[config.mk]
export PLATFORM = sky130hd
export DESIGN_NAME = audlk_host
export DESIGN_NICKNAME = d
export VERILOG_FILES = /design/src/rtl/audlk_host.v
export VERILOG_INCLUDE_DIRS = /design/src /design/src/rtl
export SDC_FILE = /design/constraint.sdc
export NUM_CORES = 2
export LEC_CHECK = 0
export BUFFER_PORTS_ARGS = -buffer_cell sky130_fd_sc_hd__buf_2
export CAP_MARGIN = 40
export CORE_MARGIN = 1
export CORE_UTILIZATION = 54
export CTS_CLUSTER_DIAMETER = 40
export DETAILED_ROUTE_END_ITERATION = 16
export GPL_TIMING_DRIVEN = 1
export PLACE_DENSITY_LB_ADDON = 0.3
export SETUP_SLACK_MARGIN = 0.3
export SYNTH_ARGS = -nofsm -noshare
export SYNTH_HDL_FRONTEND = slang
export SYNTH_SLANG_ARGS = --single-unit
[constraint.sdc]
create_clock -name CLOCK -period 2.8 [get_ports CLOCK]
set_clock_uncertainty 0.15 [all_clocks]
set_input_delay 0.14 -clock CLOCK [delete_from_list [all_inputs] [get_ports CLOCK]]
set_output_delay 0.14 -clock CLOCK [all_outputs]
set_load 0.01 [all_outputs]
[src/rtl/audlk_defines.vh]
`ifndef AUDLK_DEFINES_VH
`define AUDLK_DEFINES_VH

// ==========================================================================
// Device register map (word index; byte address is four times the index)
`define AUDLK_DEV_AW          24
`define AUDLK_GCTL_IDX        20'h00008
`define AUDLK_PRES_IDX        20'h0000e
`define AUDLK_IC_IDX          20'h00060
`define AUDLK_IR_IDX          20'h00064
`define AUDLK_ICS_IDX         20'h00068
`define AUDLK_CONTROLLER_LINK_CONTROL_IDX        20'h00c84
`define AUDLK_EM1_IDX         20'h01000
`define AUDLK_WAKE_IDX        20'h65f10
`define AUDLK_FREQ_IDX        20'h65f00
`define AUDLK_PINB_IDX        20'h65f04

// ==========================================================================
// Device field positions and values
`define AUDLK_BCLK_LSB        3
`define AUDLK_EARLY_LSB       11
`define AUDLK_TMODE_LSB       14
`define AUDLK_PINB_EN         32'h80000000
`define AUDLK_PINB_OFF        32'h00000000
`define AUDLK_WAKE_INIT       32'h00008000
`define AUDLK_SLEEP_BIT       14
`define AUDLK_GCTL_RUN        32'h00000001
`define AUDLK_ICS_BUSY_BIT    0
`define AUDLK_ICS_VALID_BIT   1
`define AUDLK_ICS_LAUNCH      32'h00000003
`define AUDLK_ICS_FORCE_IDLE  32'h00000000
`define AUDLK_TMODE_4T        2'h0
`define AUDLK_TMODE_8T        2'h1
`define AUDLK_PULL_FIRST      2'h1
`define AUDLK_PULL_LATER      2'h0
`define AUDLK_GETID_LOW       28'h00f0000

// ==========================================================================
// Timing
`define AUDLK_CLK_MHZ         25
`define AUDLK_WAKE_MS         50
`define AUDLK_WAKE_CYC        21'd1250000
`define AUDLK_ICB_US          50
`define AUDLK_ICB_CYC         21'd1250
`define AUDLK_LINK_EDGES      3'h4

// ==========================================================================
// Host register map (byte addresses on the software APB)
`define AUDLK_R_CTRL          8'h00
`define AUDLK_R_STAT          8'h04
`define AUDLK_R_VERB          8'h08
`define AUDLK_R_RESP          8'h0c
`define AUDLK_R_VID           8'h10
`define AUDLK_R_EXPID         8'h14
`define AUDLK_R_TLEN          8'h18
`define AUDLK_R_TBL           8'h40
`define AUDLK_CTRL_MASK       32'h00003e0c
`define AUDLK_CTRL_RESET      32'h00000800
`define AUDLK_TBL_DEPTH       16

`endif

[src/rtl/audlk_host.v]
// Functional notes
// - Controller and codec get identical clock/mode settings; power-up rewrites only the codec frequency register
// - Frequency settings written before pin buffer
// - Controller link setup via 0xc84 and 0x1000
// - Reprogram frequency right after power-domain up
// - Clear pin buffer bit 31 after power-off
// - Stepping picks 4T/pull 1 or 8T/pull 0
// - Each command is one 32-bit word
// - Wait 50 ms for codec reset exit
// - Busy bit must read zero before command
// - Command at 60h, codec address in 31:28
// - Writing 11b launches the held command
// - Busy clears; force zero after 50 us
// - Identity read with get-parameter 200F0000h
// - Table verbs sent one at a time
//
// Design decision made here: register access over APB.
`timescale 1ns/100ps
`include "audlk_defines.vh"

module audlk_host #(
  parameter [20:0] WAKE_WAIT_CYC = `AUDLK_WAKE_CYC,
  parameter [20:0] SLEEP_TMO_CYC = `AUDLK_WAKE_CYC
) (
  input  wire                     CLOCK,
  input  wire                     RSTN,
  input  wire                     LINK_BCLK,
  input  wire                     CODEC_POWER_ON,
  input  wire                     S_PSEL,
  input  wire                     S_PENABLE,
  input  wire                     S_PWRITE,
  input  wire [7:0]               S_PADDR,
  input  wire [31:0]              S_PWDATA,
  output reg  [31:0]              S_PRDATA,
  output wire                     S_PREADY,
  output reg                      S_PSLVERR,
  output reg                      M_PSEL,
  output reg                      M_PENABLE,
  output reg                      M_PWRITE,
  output reg  [`AUDLK_DEV_AW-1:0] M_PADDR,
  output reg  [31:0]              M_PWDATA,
  input  wire [31:0]              M_PRDATA,
  input  wire                     M_PREADY
);

  // ==========================================================================
  // States and verb phases
  localparam [4:0] S_IDLE  = 5'h00;
  localparam [4:0] S_FREQ  = 5'h01;
  localparam [4:0] S_CONTROLLER_LINK_CONTROL  = 5'h02;
  localparam [4:0] S_EM1   = 5'h03;
  localparam [4:0] S_PINB  = 5'h04;
  localparam [4:0] S_LINK  = 5'h05;
  localparam [4:0] S_GCTL  = 5'h06;
  localparam [4:0] S_GRD   = 5'h07;
  localparam [4:0] S_WAKE  = 5'h08;
  localparam [4:0] S_WAIT  = 5'h09;
  localparam [4:0] S_SLEEP = 5'h0a;
  localparam [4:0] S_PRES  = 5'h0b;
  localparam [4:0] S_VCHK  = 5'h0c;
  localparam [4:0] S_VWR   = 5'h0d;
  localparam [4:0] S_VGO   = 5'h0e;
  localparam [4:0] S_VPOLL = 5'h0f;
  localparam [4:0] S_VCLR  = 5'h10;
  localparam [4:0] S_VRESP = 5'h11;
  localparam [4:0] S_VNEXT = 5'h12;
  localparam [4:0] S_PDOWN = 5'h13;

  localparam [1:0] PH_ID   = 2'h0;
  localparam [1:0] PH_TBL  = 2'h1;
  localparam [1:0] PH_ONE  = 2'h2;

  // ==========================================================================
  // Functions
  // Device word index to APB byte address
  function [`AUDLK_DEV_AW-1:0] dev_addr;
    input [19:0] idx;
    begin
      dev_addr = {2'b00, idx, 2'b00};
    end
  endfunction

  // Shared layout keeps controller and codec settings identical
  function [31:0] link_word;
    input [1:0] bclk;
    input [1:0] tmode;
    input [1:0] pull;
    begin
      link_word = 32'h0;
      link_word[`AUDLK_BCLK_LSB +: 2]  = bclk;
      link_word[`AUDLK_TMODE_LSB +: 2] = tmode;
      link_word[`AUDLK_EARLY_LSB +: 2] = pull;
    end
  endfunction

  // ==========================================================================
  // Declarations
  reg  [31:0] ctrl_cfg;
  reg  [31:0] verb_reg;
  reg  [31:0] exp_id;
  reg  [4:0]  tbl_len;
  reg  [31:0] tbl [0:`AUDLK_TBL_DEPTH-1];
  reg  [4:0]  state;
  reg  [1:0]  phase;
  reg  [3:0]  tbl_idx;
  reg  [20:0] tmr;
  reg  [2:0]  bclk_edges;
  reg         repower;
  reg         seq_done;
  reg         seq_err;
  reg         resp_ok;
  reg         id_miss;
  reg         link_seen;
  reg  [3:0]  presence;
  reg  [31:0] resp_reg;
  reg  [31:0] vid_reg;
  reg         start_p;
  reg         verb_p;
  reg         pwr_up_p;
  reg         pwr_dn_p;
  reg         bclk_s1;
  reg         bclk_s2;
  reg         bclk_s3;
  reg         pwr_s1;
  reg         pwr_s2;
  reg         pwr_s3;
  reg         req_on;
  reg         req_wr;
  reg  [19:0] req_idx;
  reg  [31:0] req_data;
  reg  [31:0] rd_mux;
  reg         rd_err;
  wire        bus_done;
  wire        sw_setup;
  wire        sw_wr;
  wire        wr_ctrl;
  wire [1:0]  tmode_sel;
  wire [1:0]  pull_sel;
  wire [31:0] cfg_word;
  wire [31:0] verb_word;
  wire        bclk_rise;
  wire        pwr_rise;
  wire        pwr_fall;
  integer     i;

  assign bus_done  = M_PSEL & M_PENABLE & M_PREADY;
  assign S_PREADY  = 1'b1;
  assign sw_setup  = S_PSEL & ~S_PENABLE;
  assign sw_wr     = S_PSEL & S_PENABLE & S_PWRITE;
  assign wr_ctrl   = sw_wr & (S_PADDR == `AUDLK_R_CTRL);
  // Stepping select fixes mode and pull-in as a pair
  assign tmode_sel = ctrl_cfg[9] ? `AUDLK_TMODE_8T : `AUDLK_TMODE_4T;
  assign pull_sel  = ctrl_cfg[9] ? `AUDLK_PULL_LATER : `AUDLK_PULL_FIRST;
  assign cfg_word  = link_word(ctrl_cfg[3:2], tmode_sel, pull_sel);
  // Identity query goes to the configured codec address
  assign verb_word = (phase == PH_ID)  ? {ctrl_cfg[13:10], `AUDLK_GETID_LOW} :
                     (phase == PH_TBL) ? tbl[tbl_idx] : verb_reg;
  assign bclk_rise = bclk_s2 & ~bclk_s3;
  assign pwr_rise  = pwr_s2 & ~pwr_s3;
  assign pwr_fall  = ~pwr_s2 & pwr_s3;

  // ==========================================================================
  // Pin synchronisers; first stage feeds only the second
  always @(posedge CLOCK or negedge RSTN) begin
    if (!RSTN) begin
      bclk_s1 <= 1'b0;
      bclk_s2 <= 1'b0;
      bclk_s3 <= 1'b0;
      pwr_s1  <= 1'b0;
      pwr_s2  <= 1'b0;
      pwr_s3  <= 1'b0;
    end else begin
      bclk_s1 <= LINK_BCLK;
      bclk_s2 <= bclk_s1;
      bclk_s3 <= bclk_s2;
      pwr_s1  <= CODEC_POWER_ON;
      pwr_s2  <= pwr_s1;
      pwr_s3  <= pwr_s2;
    end
  end

  // ==========================================================================
  // Device access decode per state
  always @* begin
    req_on   = 1'b1;
    req_wr   = 1'b1;
    req_idx  = `AUDLK_ICS_IDX;
    req_data = 32'h0;
    case (state)
      S_FREQ: begin
        req_idx  = `AUDLK_FREQ_IDX;
        req_data = cfg_word;
      end
      S_CONTROLLER_LINK_CONTROL: begin
        req_idx  = `AUDLK_CONTROLLER_LINK_CONTROL_IDX;
        req_data = cfg_word;
      end
      S_EM1: begin
        req_idx  = `AUDLK_EM1_IDX;
        req_data = cfg_word;
      end
      S_PINB: begin
        req_idx  = `AUDLK_PINB_IDX;
        req_data = `AUDLK_PINB_EN;
      end
      S_GCTL: begin
        req_idx  = `AUDLK_GCTL_IDX;
        req_data = `AUDLK_GCTL_RUN;
      end
      S_GRD: begin
        req_idx = `AUDLK_GCTL_IDX;
        req_wr  = 1'b0;
      end
      S_WAKE: begin
        req_idx  = `AUDLK_WAKE_IDX;
        req_data = `AUDLK_WAKE_INIT;
      end
      S_SLEEP: begin
        req_idx = `AUDLK_WAKE_IDX;
        req_wr  = 1'b0;
      end
      S_PRES: begin
        req_idx = `AUDLK_PRES_IDX;
        req_wr  = 1'b0;
      end
      S_VCHK, S_VPOLL: begin
        req_wr = 1'b0;
      end
      S_VWR: begin
        req_idx  = `AUDLK_IC_IDX;
        req_data = verb_word;
      end
      S_VGO: begin
        req_data = `AUDLK_ICS_LAUNCH;
      end
      S_VCLR: begin
        req_data = `AUDLK_ICS_FORCE_IDLE;
      end
      S_VRESP: begin
        req_idx = `AUDLK_IR_IDX;
        req_wr  = 1'b0;
      end
      S_PDOWN: begin
        req_idx  = `AUDLK_PINB_IDX;
        req_data = `AUDLK_PINB_OFF;
      end
      default: begin
        req_on = 1'b0;
        req_wr = 1'b0;
      end
    endcase
  end

  // ==========================================================================
  // APB master: setup, access until pready, then release
  always @(posedge CLOCK or negedge RSTN) begin
    if (!RSTN) begin
      M_PSEL    <= 1'b0;
      M_PENABLE <= 1'b0;
      M_PWRITE  <= 1'b0;
      M_PADDR   <= {`AUDLK_DEV_AW{1'b0}};
      M_PWDATA  <= 32'h0;
    end else if (bus_done) begin
      M_PSEL    <= 1'b0;
      M_PENABLE <= 1'b0;
    end else if (M_PSEL) begin
      M_PENABLE <= 1'b1;
    end else if (req_on) begin
      M_PSEL   <= 1'b1;
      M_PWRITE <= req_wr;
      M_PADDR  <= dev_addr(req_idx);
      M_PWDATA <= req_data;
    end
  end

  // ==========================================================================
  // Bring-up and verb sequencer
  // Pending events: a set in the clearing cycle wins
  always @(posedge CLOCK or negedge RSTN) begin
    if (!RSTN) begin
      state      <= S_IDLE;
      phase      <= PH_ID;
      tbl_idx    <= 4'h0;
      tmr        <= 21'h0;
      bclk_edges <= 3'h0;
      repower    <= 1'b0;
      seq_done   <= 1'b0;
      seq_err    <= 1'b0;
      resp_ok    <= 1'b0;
      id_miss    <= 1'b0;
      link_seen  <= 1'b0;
      presence   <= 4'h0;
      resp_reg   <= 32'h0;
      vid_reg    <= 32'h0;
      start_p    <= 1'b0;
      verb_p     <= 1'b0;
      pwr_up_p   <= 1'b0;
      pwr_dn_p   <= 1'b0;
    end else begin
      tmr <= tmr + 21'h1;
      case (state)
        S_IDLE: begin
          if (pwr_dn_p) begin
            pwr_dn_p <= 1'b0;
            state    <= S_PDOWN;
          end else if (pwr_up_p) begin
            pwr_up_p <= 1'b0;
            repower  <= 1'b1;
            state    <= S_FREQ;
          end else if (start_p) begin
            start_p    <= 1'b0;
            repower    <= 1'b0;
            seq_done   <= 1'b0;
            seq_err    <= 1'b0;
            resp_ok    <= 1'b0;
            id_miss    <= 1'b0;
            vid_reg    <= 32'h0;
            bclk_edges <= 3'h0;
            state      <= S_FREQ;
          end else if (verb_p) begin
            verb_p   <= 1'b0;
            seq_done <= 1'b0;
            seq_err  <= 1'b0;
            resp_ok  <= 1'b0;
            phase    <= PH_ONE;
            state    <= S_VCHK;
          end
        end
        S_FREQ:
          if (bus_done) state <= repower ? S_IDLE : S_CONTROLLER_LINK_CONTROL;
        S_CONTROLLER_LINK_CONTROL:
          if (bus_done) state <= S_EM1;
        S_EM1:
          if (bus_done) state <= S_PINB;
        S_PINB:
          if (bus_done) state <= S_LINK;
        // Link bit clock must be seen toggling before reset release
        S_LINK: begin
          if (bclk_rise && bclk_edges != `AUDLK_LINK_EDGES)
            bclk_edges <= bclk_edges + 3'h1;
          if (bclk_edges == `AUDLK_LINK_EDGES) begin
            link_seen <= 1'b1;
            state     <= S_GCTL;
          end
        end
        S_GCTL:
          if (bus_done) state <= S_GRD;
        S_GRD:
          if (bus_done) state <= M_PRDATA[0] ? S_WAKE : S_GCTL;
        S_WAKE:
          if (bus_done) begin
            tmr   <= 21'h0;
            state <= S_WAIT;
          end
        S_WAIT:
          if (tmr >= WAKE_WAIT_CYC - 21'h1) begin
            tmr   <= 21'h0;
            state <= S_SLEEP;
          end
        S_SLEEP:
          if (bus_done) begin
            if (!M_PRDATA[`AUDLK_SLEEP_BIT]) begin
              state <= S_PRES;
            end else if (tmr >= SLEEP_TMO_CYC) begin
              seq_err  <= 1'b1;
              seq_done <= 1'b1;
              state    <= S_IDLE;
            end
          end
        S_PRES:
          if (bus_done) begin
            presence <= M_PRDATA[3:0];
            phase    <= PH_ID;
            if (M_PRDATA[3:0] == 4'h0) begin
              seq_err  <= 1'b1;
              seq_done <= 1'b1;
              state    <= S_IDLE;
            end else begin
              state <= S_VCHK;
            end
          end
        S_VCHK:
          if (bus_done && !M_PRDATA[`AUDLK_ICS_BUSY_BIT]) state <= S_VWR;
        S_VWR:
          if (bus_done) state <= S_VGO;
        S_VGO:
          if (bus_done) begin
            tmr   <= 21'h0;
            state <= S_VPOLL;
          end
        S_VPOLL:
          if (bus_done) begin
            if (!M_PRDATA[`AUDLK_ICS_BUSY_BIT]) begin
              state <= M_PRDATA[`AUDLK_ICS_VALID_BIT] ? S_VRESP : S_VNEXT;
            end else if (tmr >= `AUDLK_ICB_CYC) begin
              seq_err <= 1'b1;
              state   <= S_VCLR;
            end
          end
        S_VCLR:
          if (bus_done) state <= S_VNEXT;
        S_VRESP:
          if (bus_done) begin
            resp_reg <= M_PRDATA;
            resp_ok  <= 1'b1;
            if (phase == PH_ID) vid_reg <= M_PRDATA;
            state <= S_VNEXT;
          end
        // Identity match opens the table, sent word by word
        S_VNEXT: begin
          state <= S_IDLE;
          if (phase == PH_ID) begin
            if (vid_reg == exp_id && tbl_len != 5'h0) begin
              phase   <= PH_TBL;
              tbl_idx <= 4'h0;
              state   <= S_VCHK;
            end else begin
              id_miss  <= (vid_reg != exp_id);
              seq_done <= 1'b1;
            end
          end else if (phase == PH_TBL && ({1'b0, tbl_idx} + 5'h1) != tbl_len) begin
            tbl_idx <= tbl_idx + 4'h1;
            state   <= S_VCHK;
          end else begin
            seq_done <= 1'b1;
          end
        end
        S_PDOWN:
          if (bus_done) state <= S_IDLE;
        default:
          state <= S_IDLE;
      endcase
      if (wr_ctrl && S_PWDATA[0]) start_p <= 1'b1;
      if (wr_ctrl && S_PWDATA[1]) verb_p <= 1'b1;
      if (pwr_rise) pwr_up_p <= 1'b1;
      if (pwr_fall) pwr_dn_p <= 1'b1;
    end
  end

  // ==========================================================================
  // Software register writes; every register, table included, only while idle to keep verbs stable
  always @(posedge CLOCK or negedge RSTN) begin
    if (!RSTN) begin
      ctrl_cfg <= `AUDLK_CTRL_RESET;
      verb_reg <= 32'h0;
      exp_id   <= 32'h0;
      tbl_len  <= 5'h0;
      for (i = 0; i < `AUDLK_TBL_DEPTH; i = i + 1)
        tbl[i] <= 32'h0;
    end else if (sw_wr && state == S_IDLE) begin
      case (S_PADDR)
        `AUDLK_R_CTRL:  ctrl_cfg <= S_PWDATA & `AUDLK_CTRL_MASK;
        `AUDLK_R_VERB:  verb_reg <= S_PWDATA;
        `AUDLK_R_EXPID: exp_id   <= S_PWDATA;
        `AUDLK_R_TLEN:  tbl_len  <= (S_PWDATA[4:0] > 5'h10) ? 5'h10 : S_PWDATA[4:0];
        default: begin
          if (S_PADDR[7:6] == 2'b01)
            tbl[S_PADDR[5:2]] <= S_PWDATA;
        end
      endcase
    end
  end

  // ==========================================================================
  // Read mux; unmapped addresses read zero with an error
  always @* begin
    rd_mux = 32'h0;
    rd_err = 1'b0;
    case (S_PADDR)
      `AUDLK_R_CTRL:  rd_mux = ctrl_cfg;
      `AUDLK_R_STAT:  rd_mux = {11'h0, state, 3'h0, link_seen, presence, 3'h0,
                                id_miss, resp_ok, seq_err, seq_done,
                                (state != S_IDLE)};
      `AUDLK_R_VERB:  rd_mux = verb_reg;
      `AUDLK_R_RESP:  rd_mux = resp_reg;
      `AUDLK_R_VID:   rd_mux = vid_reg;
      `AUDLK_R_EXPID: rd_mux = exp_id;
      `AUDLK_R_TLEN:  rd_mux = {27'h0, tbl_len};
      default: begin
        if (S_PADDR[7:6] == 2'b01 && S_PADDR[1:0] == 2'b00)
          rd_mux = tbl[S_PADDR[5:2]];
        else
          rd_err = 1'b1;
      end
    endcase
  end

  // Answer is loaded in setup so it stands through the access cycle
  always @(posedge CLOCK or negedge RSTN) begin
    if (!RSTN) begin
      S_PRDATA  <= 32'h0;
      S_PSLVERR <= 1'b0;
    end else if (sw_setup) begin
      S_PRDATA  <= S_PWRITE ? 32'h0 : rd_mux;
      S_PSLVERR <= rd_err;
    end
  end

endmodule // audlk_host

==> qor.csv <==
metric,value,unit
viasPerCell,6.86,
cp-startpoint,state[4],
die-area,0.0748,mm2
path_max_fanout,20,
synth_edf_count,0,
antenna_found_initial,5,
overflow,0,
crit_family,simple AND/OR/NAND/NOR gates,
internal_power,24.9,mW
tightest_slew,0.802,ns
track_usage,0.356,
rows,99,
ys_types,74,
final_cells,4388,
p_sw,10.2,mW
irDropWorstVdd,0.719,mV
worstSetupPathDepth,7,
io_pins,173,
drtPass1Iterations,8,
ys_ff_latch,784,
clkTransAtPathRegs,0.05,ns
critPathLaunchType,flip-flop,
syn_area,0.0398,mm2
syn_area_per_cell,13.6,um2
setup_viol,535,
total_leakage_power,23.0,nW
critPathRequiredTime,3.20,ns
dp_hpwl,85300,um
core_area,0.0730,mm2
cp.arrival,3.50,ns
clk_latency,0.68,ns
tns,-106.70,ns
yosysWarnings,0,
wl_per_cell,31.2,um
p_sw_frac,0.290,
drt_iter0_markers,3467,
die_y,274,um
place_inst,3992,
async_flop_share,1.00,
vias,30082,
status,finished with violations,
initial_utilization,0.546,
final.min_clock_period,3.10,ns
finalMaxSlewViolations,0,
fmax,0.323,GHz
ant_nets,0,
clockBufferDepth,3,
fillers,4633,
max_stage_delay,0.52,ns
largest_reg_flops,512,
cpMaxStageDelayCell,or4_4,
r2r_cells,7,
die_w,274,um
path_cells,or3_4 -> or4_4 -> or3b_4 -> or2_4 -> nor2b_4 -> buf_12 -> mux2_2,
cts_made_buffers,118,
cts.sinks,784,
synthCells,2923,
finalCritPeriodShare,1.11,
root_buffer,clkbuf_16,
grt_setup_unrepaired,true,
synth_seq_area_share,0.493,
r2r-start,state[4],
cts_tree,built,
grt_max_degree,113,
grt_pass1_wl,197000,um
critical_path_class,flip-flop to flip-flop,
maxSlewHeadroom,0.466,
top_register,tbl,
nets,3410,
crit_path_end_kind,flip-flop,
ys.flop_type,dfrtp_1,
drive_gt1_frac,0.489,
synthToLayoutAreaGrowth,26.9,%
grt_pass1_vias,30253,
hold_path.class,input pin to async pin,
cap_violations,0,
final_hold_viol_count,0,
drt_wl_total,137000,um
comb_power_share,0.194,
p_seq_frac,0.358,
cp.buffers_inverters,1,
port_buffers,162,
pwr_density_cell,694,mW/mm2
globalplace.congestion,0.955,
cts_htree_levels,3,
worst_hold_slack,0.0277,ns
violations,negative setup slack,
fin_ws,-0.297,ns
route.detailed.drc,0,
power_frac_clock,0.449,
## per-stage QoR
step	power [mW]	utilization	setup slack, ns	area (um2)
6_report	35.1	0.693	-0.297	50600
5_1_grt	36.1	0.693	-0.318	50600
4_1_cts	34.3	0.673	-0.256	49100
3_5_place_dp	18.5	0.595	-0.268	43400
3_3_place_gp	18.4	0.595	-0.264	43400
2_1_floorplan	16.1	-	-0.229	40200
## Yosys cell counts, drive strengths merged (17+ instances only)
cell / n / area share
dfrtp: 783 / 0.49
mux2: 622 / 0.18
mux4: 280 / 0.16
nand2: 190 / 0.018
clkbuf: 161 / 0.015
buf: 116 / 0.016
o21ai: 107 / 0.013
a21oi: 105 / 0.013
a22oi: 105 / 0.020
nor2: 75 / 0.0074
xnor2: 46 / 0.010
nand3: 38 / 0.0048
a22o: 30 / 0.0066
a221oi: 22 / 0.0048
inv: 21 / 0.0020
nor3: 20 / 0.0026
nor2b: 18 / 0.0028
nand4: 17 / 0.0027
## worst reg2reg max path: cells and delay by family, from the launching register on
kind	cells	cell delay (ns)
simple gates	5	1.88
flops	1	0.38
mux	1	0.37
buf+inv	1	0.23
## placed cells by master (no fill, tap or decap), types with 14 or more instances in the layout
| master | synthesis | layout |
|---|---|---|
| nand3_1 | 38 | 37 |
| nand4_1 | 17 | 17 |
| buf_12 | 0 | 81 |
| nor2_1 | 73 | 68 |
| dfrtp_1 | 783 | 779 |
| dlygate4sd3_1 | 0 | 77 |
| buf_2 | 39 | 160 |
| mux2_4 | 0 | 135 |
| bufinv_16 | 0 | 17 |
| clkbuf_8 | 0 | 15 |
| clkinvlp_4 | 0 | 14 |
| o21ai_0 | 106 | 103 |
| a22oi_1 | 105 | 98 |
| mux2_2 | 605 | 482 |
| buf_4 | 30 | 181 |
| nor3_1 | 19 | 14 |
| a21oi_1 | 105 | 86 |
| mux4_2 | 280 | 280 |
| a221oi_1 | 22 | 22 |
| a22o_1 | 30 | 30 |
| clkbuf_16 | 0 | 135 |
| xnor2_1 | 46 | 45 |
| inv_1 | 21 | 20 |
| nand2_1 | 190 | 177 |
| buf_6 | 6 | 19 |
| inv_6 | 0 | 18 |
| a21oi_2 | 0 | 17 |
## path summary, 6_finish.rpt
kind | to | slack (ns)
max in group asynchronous | tbl[406] | 1.85
min in group CLOCK | S_PRDATA[15] | 0.08
worst min-delay path | tbl[369] | 0.03
worst min register to register | pwr_s2 | 0.22
worst max-delay path | tbl[147] | -0.30
worst max register to register | tbl[147] | -0.30
## power groups by stage
| stage | Combinational (mW) | Clock (mW) | Sequential, mW |
|---|---|---|---|
| finish | 6.81 | 15.7 | 12.6 |
| global route | 7.20 | 16.3 | 12.6 |
| CTS | 5.97 | 15.8 | 12.5 |
| global placement | 5.74 | 0 | 12.7 |
| detailed placement | 5.83 | 0 | 12.7 |
| floorplan | 3.59 | 0 | 12.5 |
## layout make-up
cell class              count  area [um2]  share of cell area
well taps                 959        1200              0.0237
repair buffers            550        5520               0.109
multi-input cells        1849       19900               0.393
inverters                  22        86.3             0.00171
clock buffers             145        3270              0.0646
clock inverters            77         995              0.0197
flip-flops and latches    784       19600               0.388
diodes                      2        5.00           0.0000990
## metal layers
| layer | track usage | vias to the layer above | wire length [um] |
|---|---|---|---|
| met1 | 0.475 | 15740 | 51100 |
| met2 | 0.551 | 2003 | 64700 |
| met3 | 0.0767 | 387 | 14000 |
| met4 | 0.181 | 6 | 6940 |
| met5 | 0 | - | 32 |
| li1 | - | 11946 | - |
## kinds of logic after synthesis
group	Yosys count	share of synthesized area
AOI/OAI and AO/OA	446	0.0744
muxes	904	0.335
and+or+nand+nor	426	0.0505
xor gates and xnor gates	57	0.0125
DFF	784	0.493
adders and majority gates	5	0.00157
buffers and inverters	299	0.0334
other	2	0.000189
## repair_timing
| action | 4_1_cts | 5_1_grt |
|---|---|---|
| pin swaps | 0 | 7 |
| gates cloned | 8 | 16 |
| setup buffers | 14 | 56 |
| setup endpoints to repair | 569 | 708 |
| endpoints found under the hold margin | 1453 | 0 |
| hold buffers | 78 | 0 |
| resized for setup | 72 | 132 |
Power figures use the tool's default switching activity.
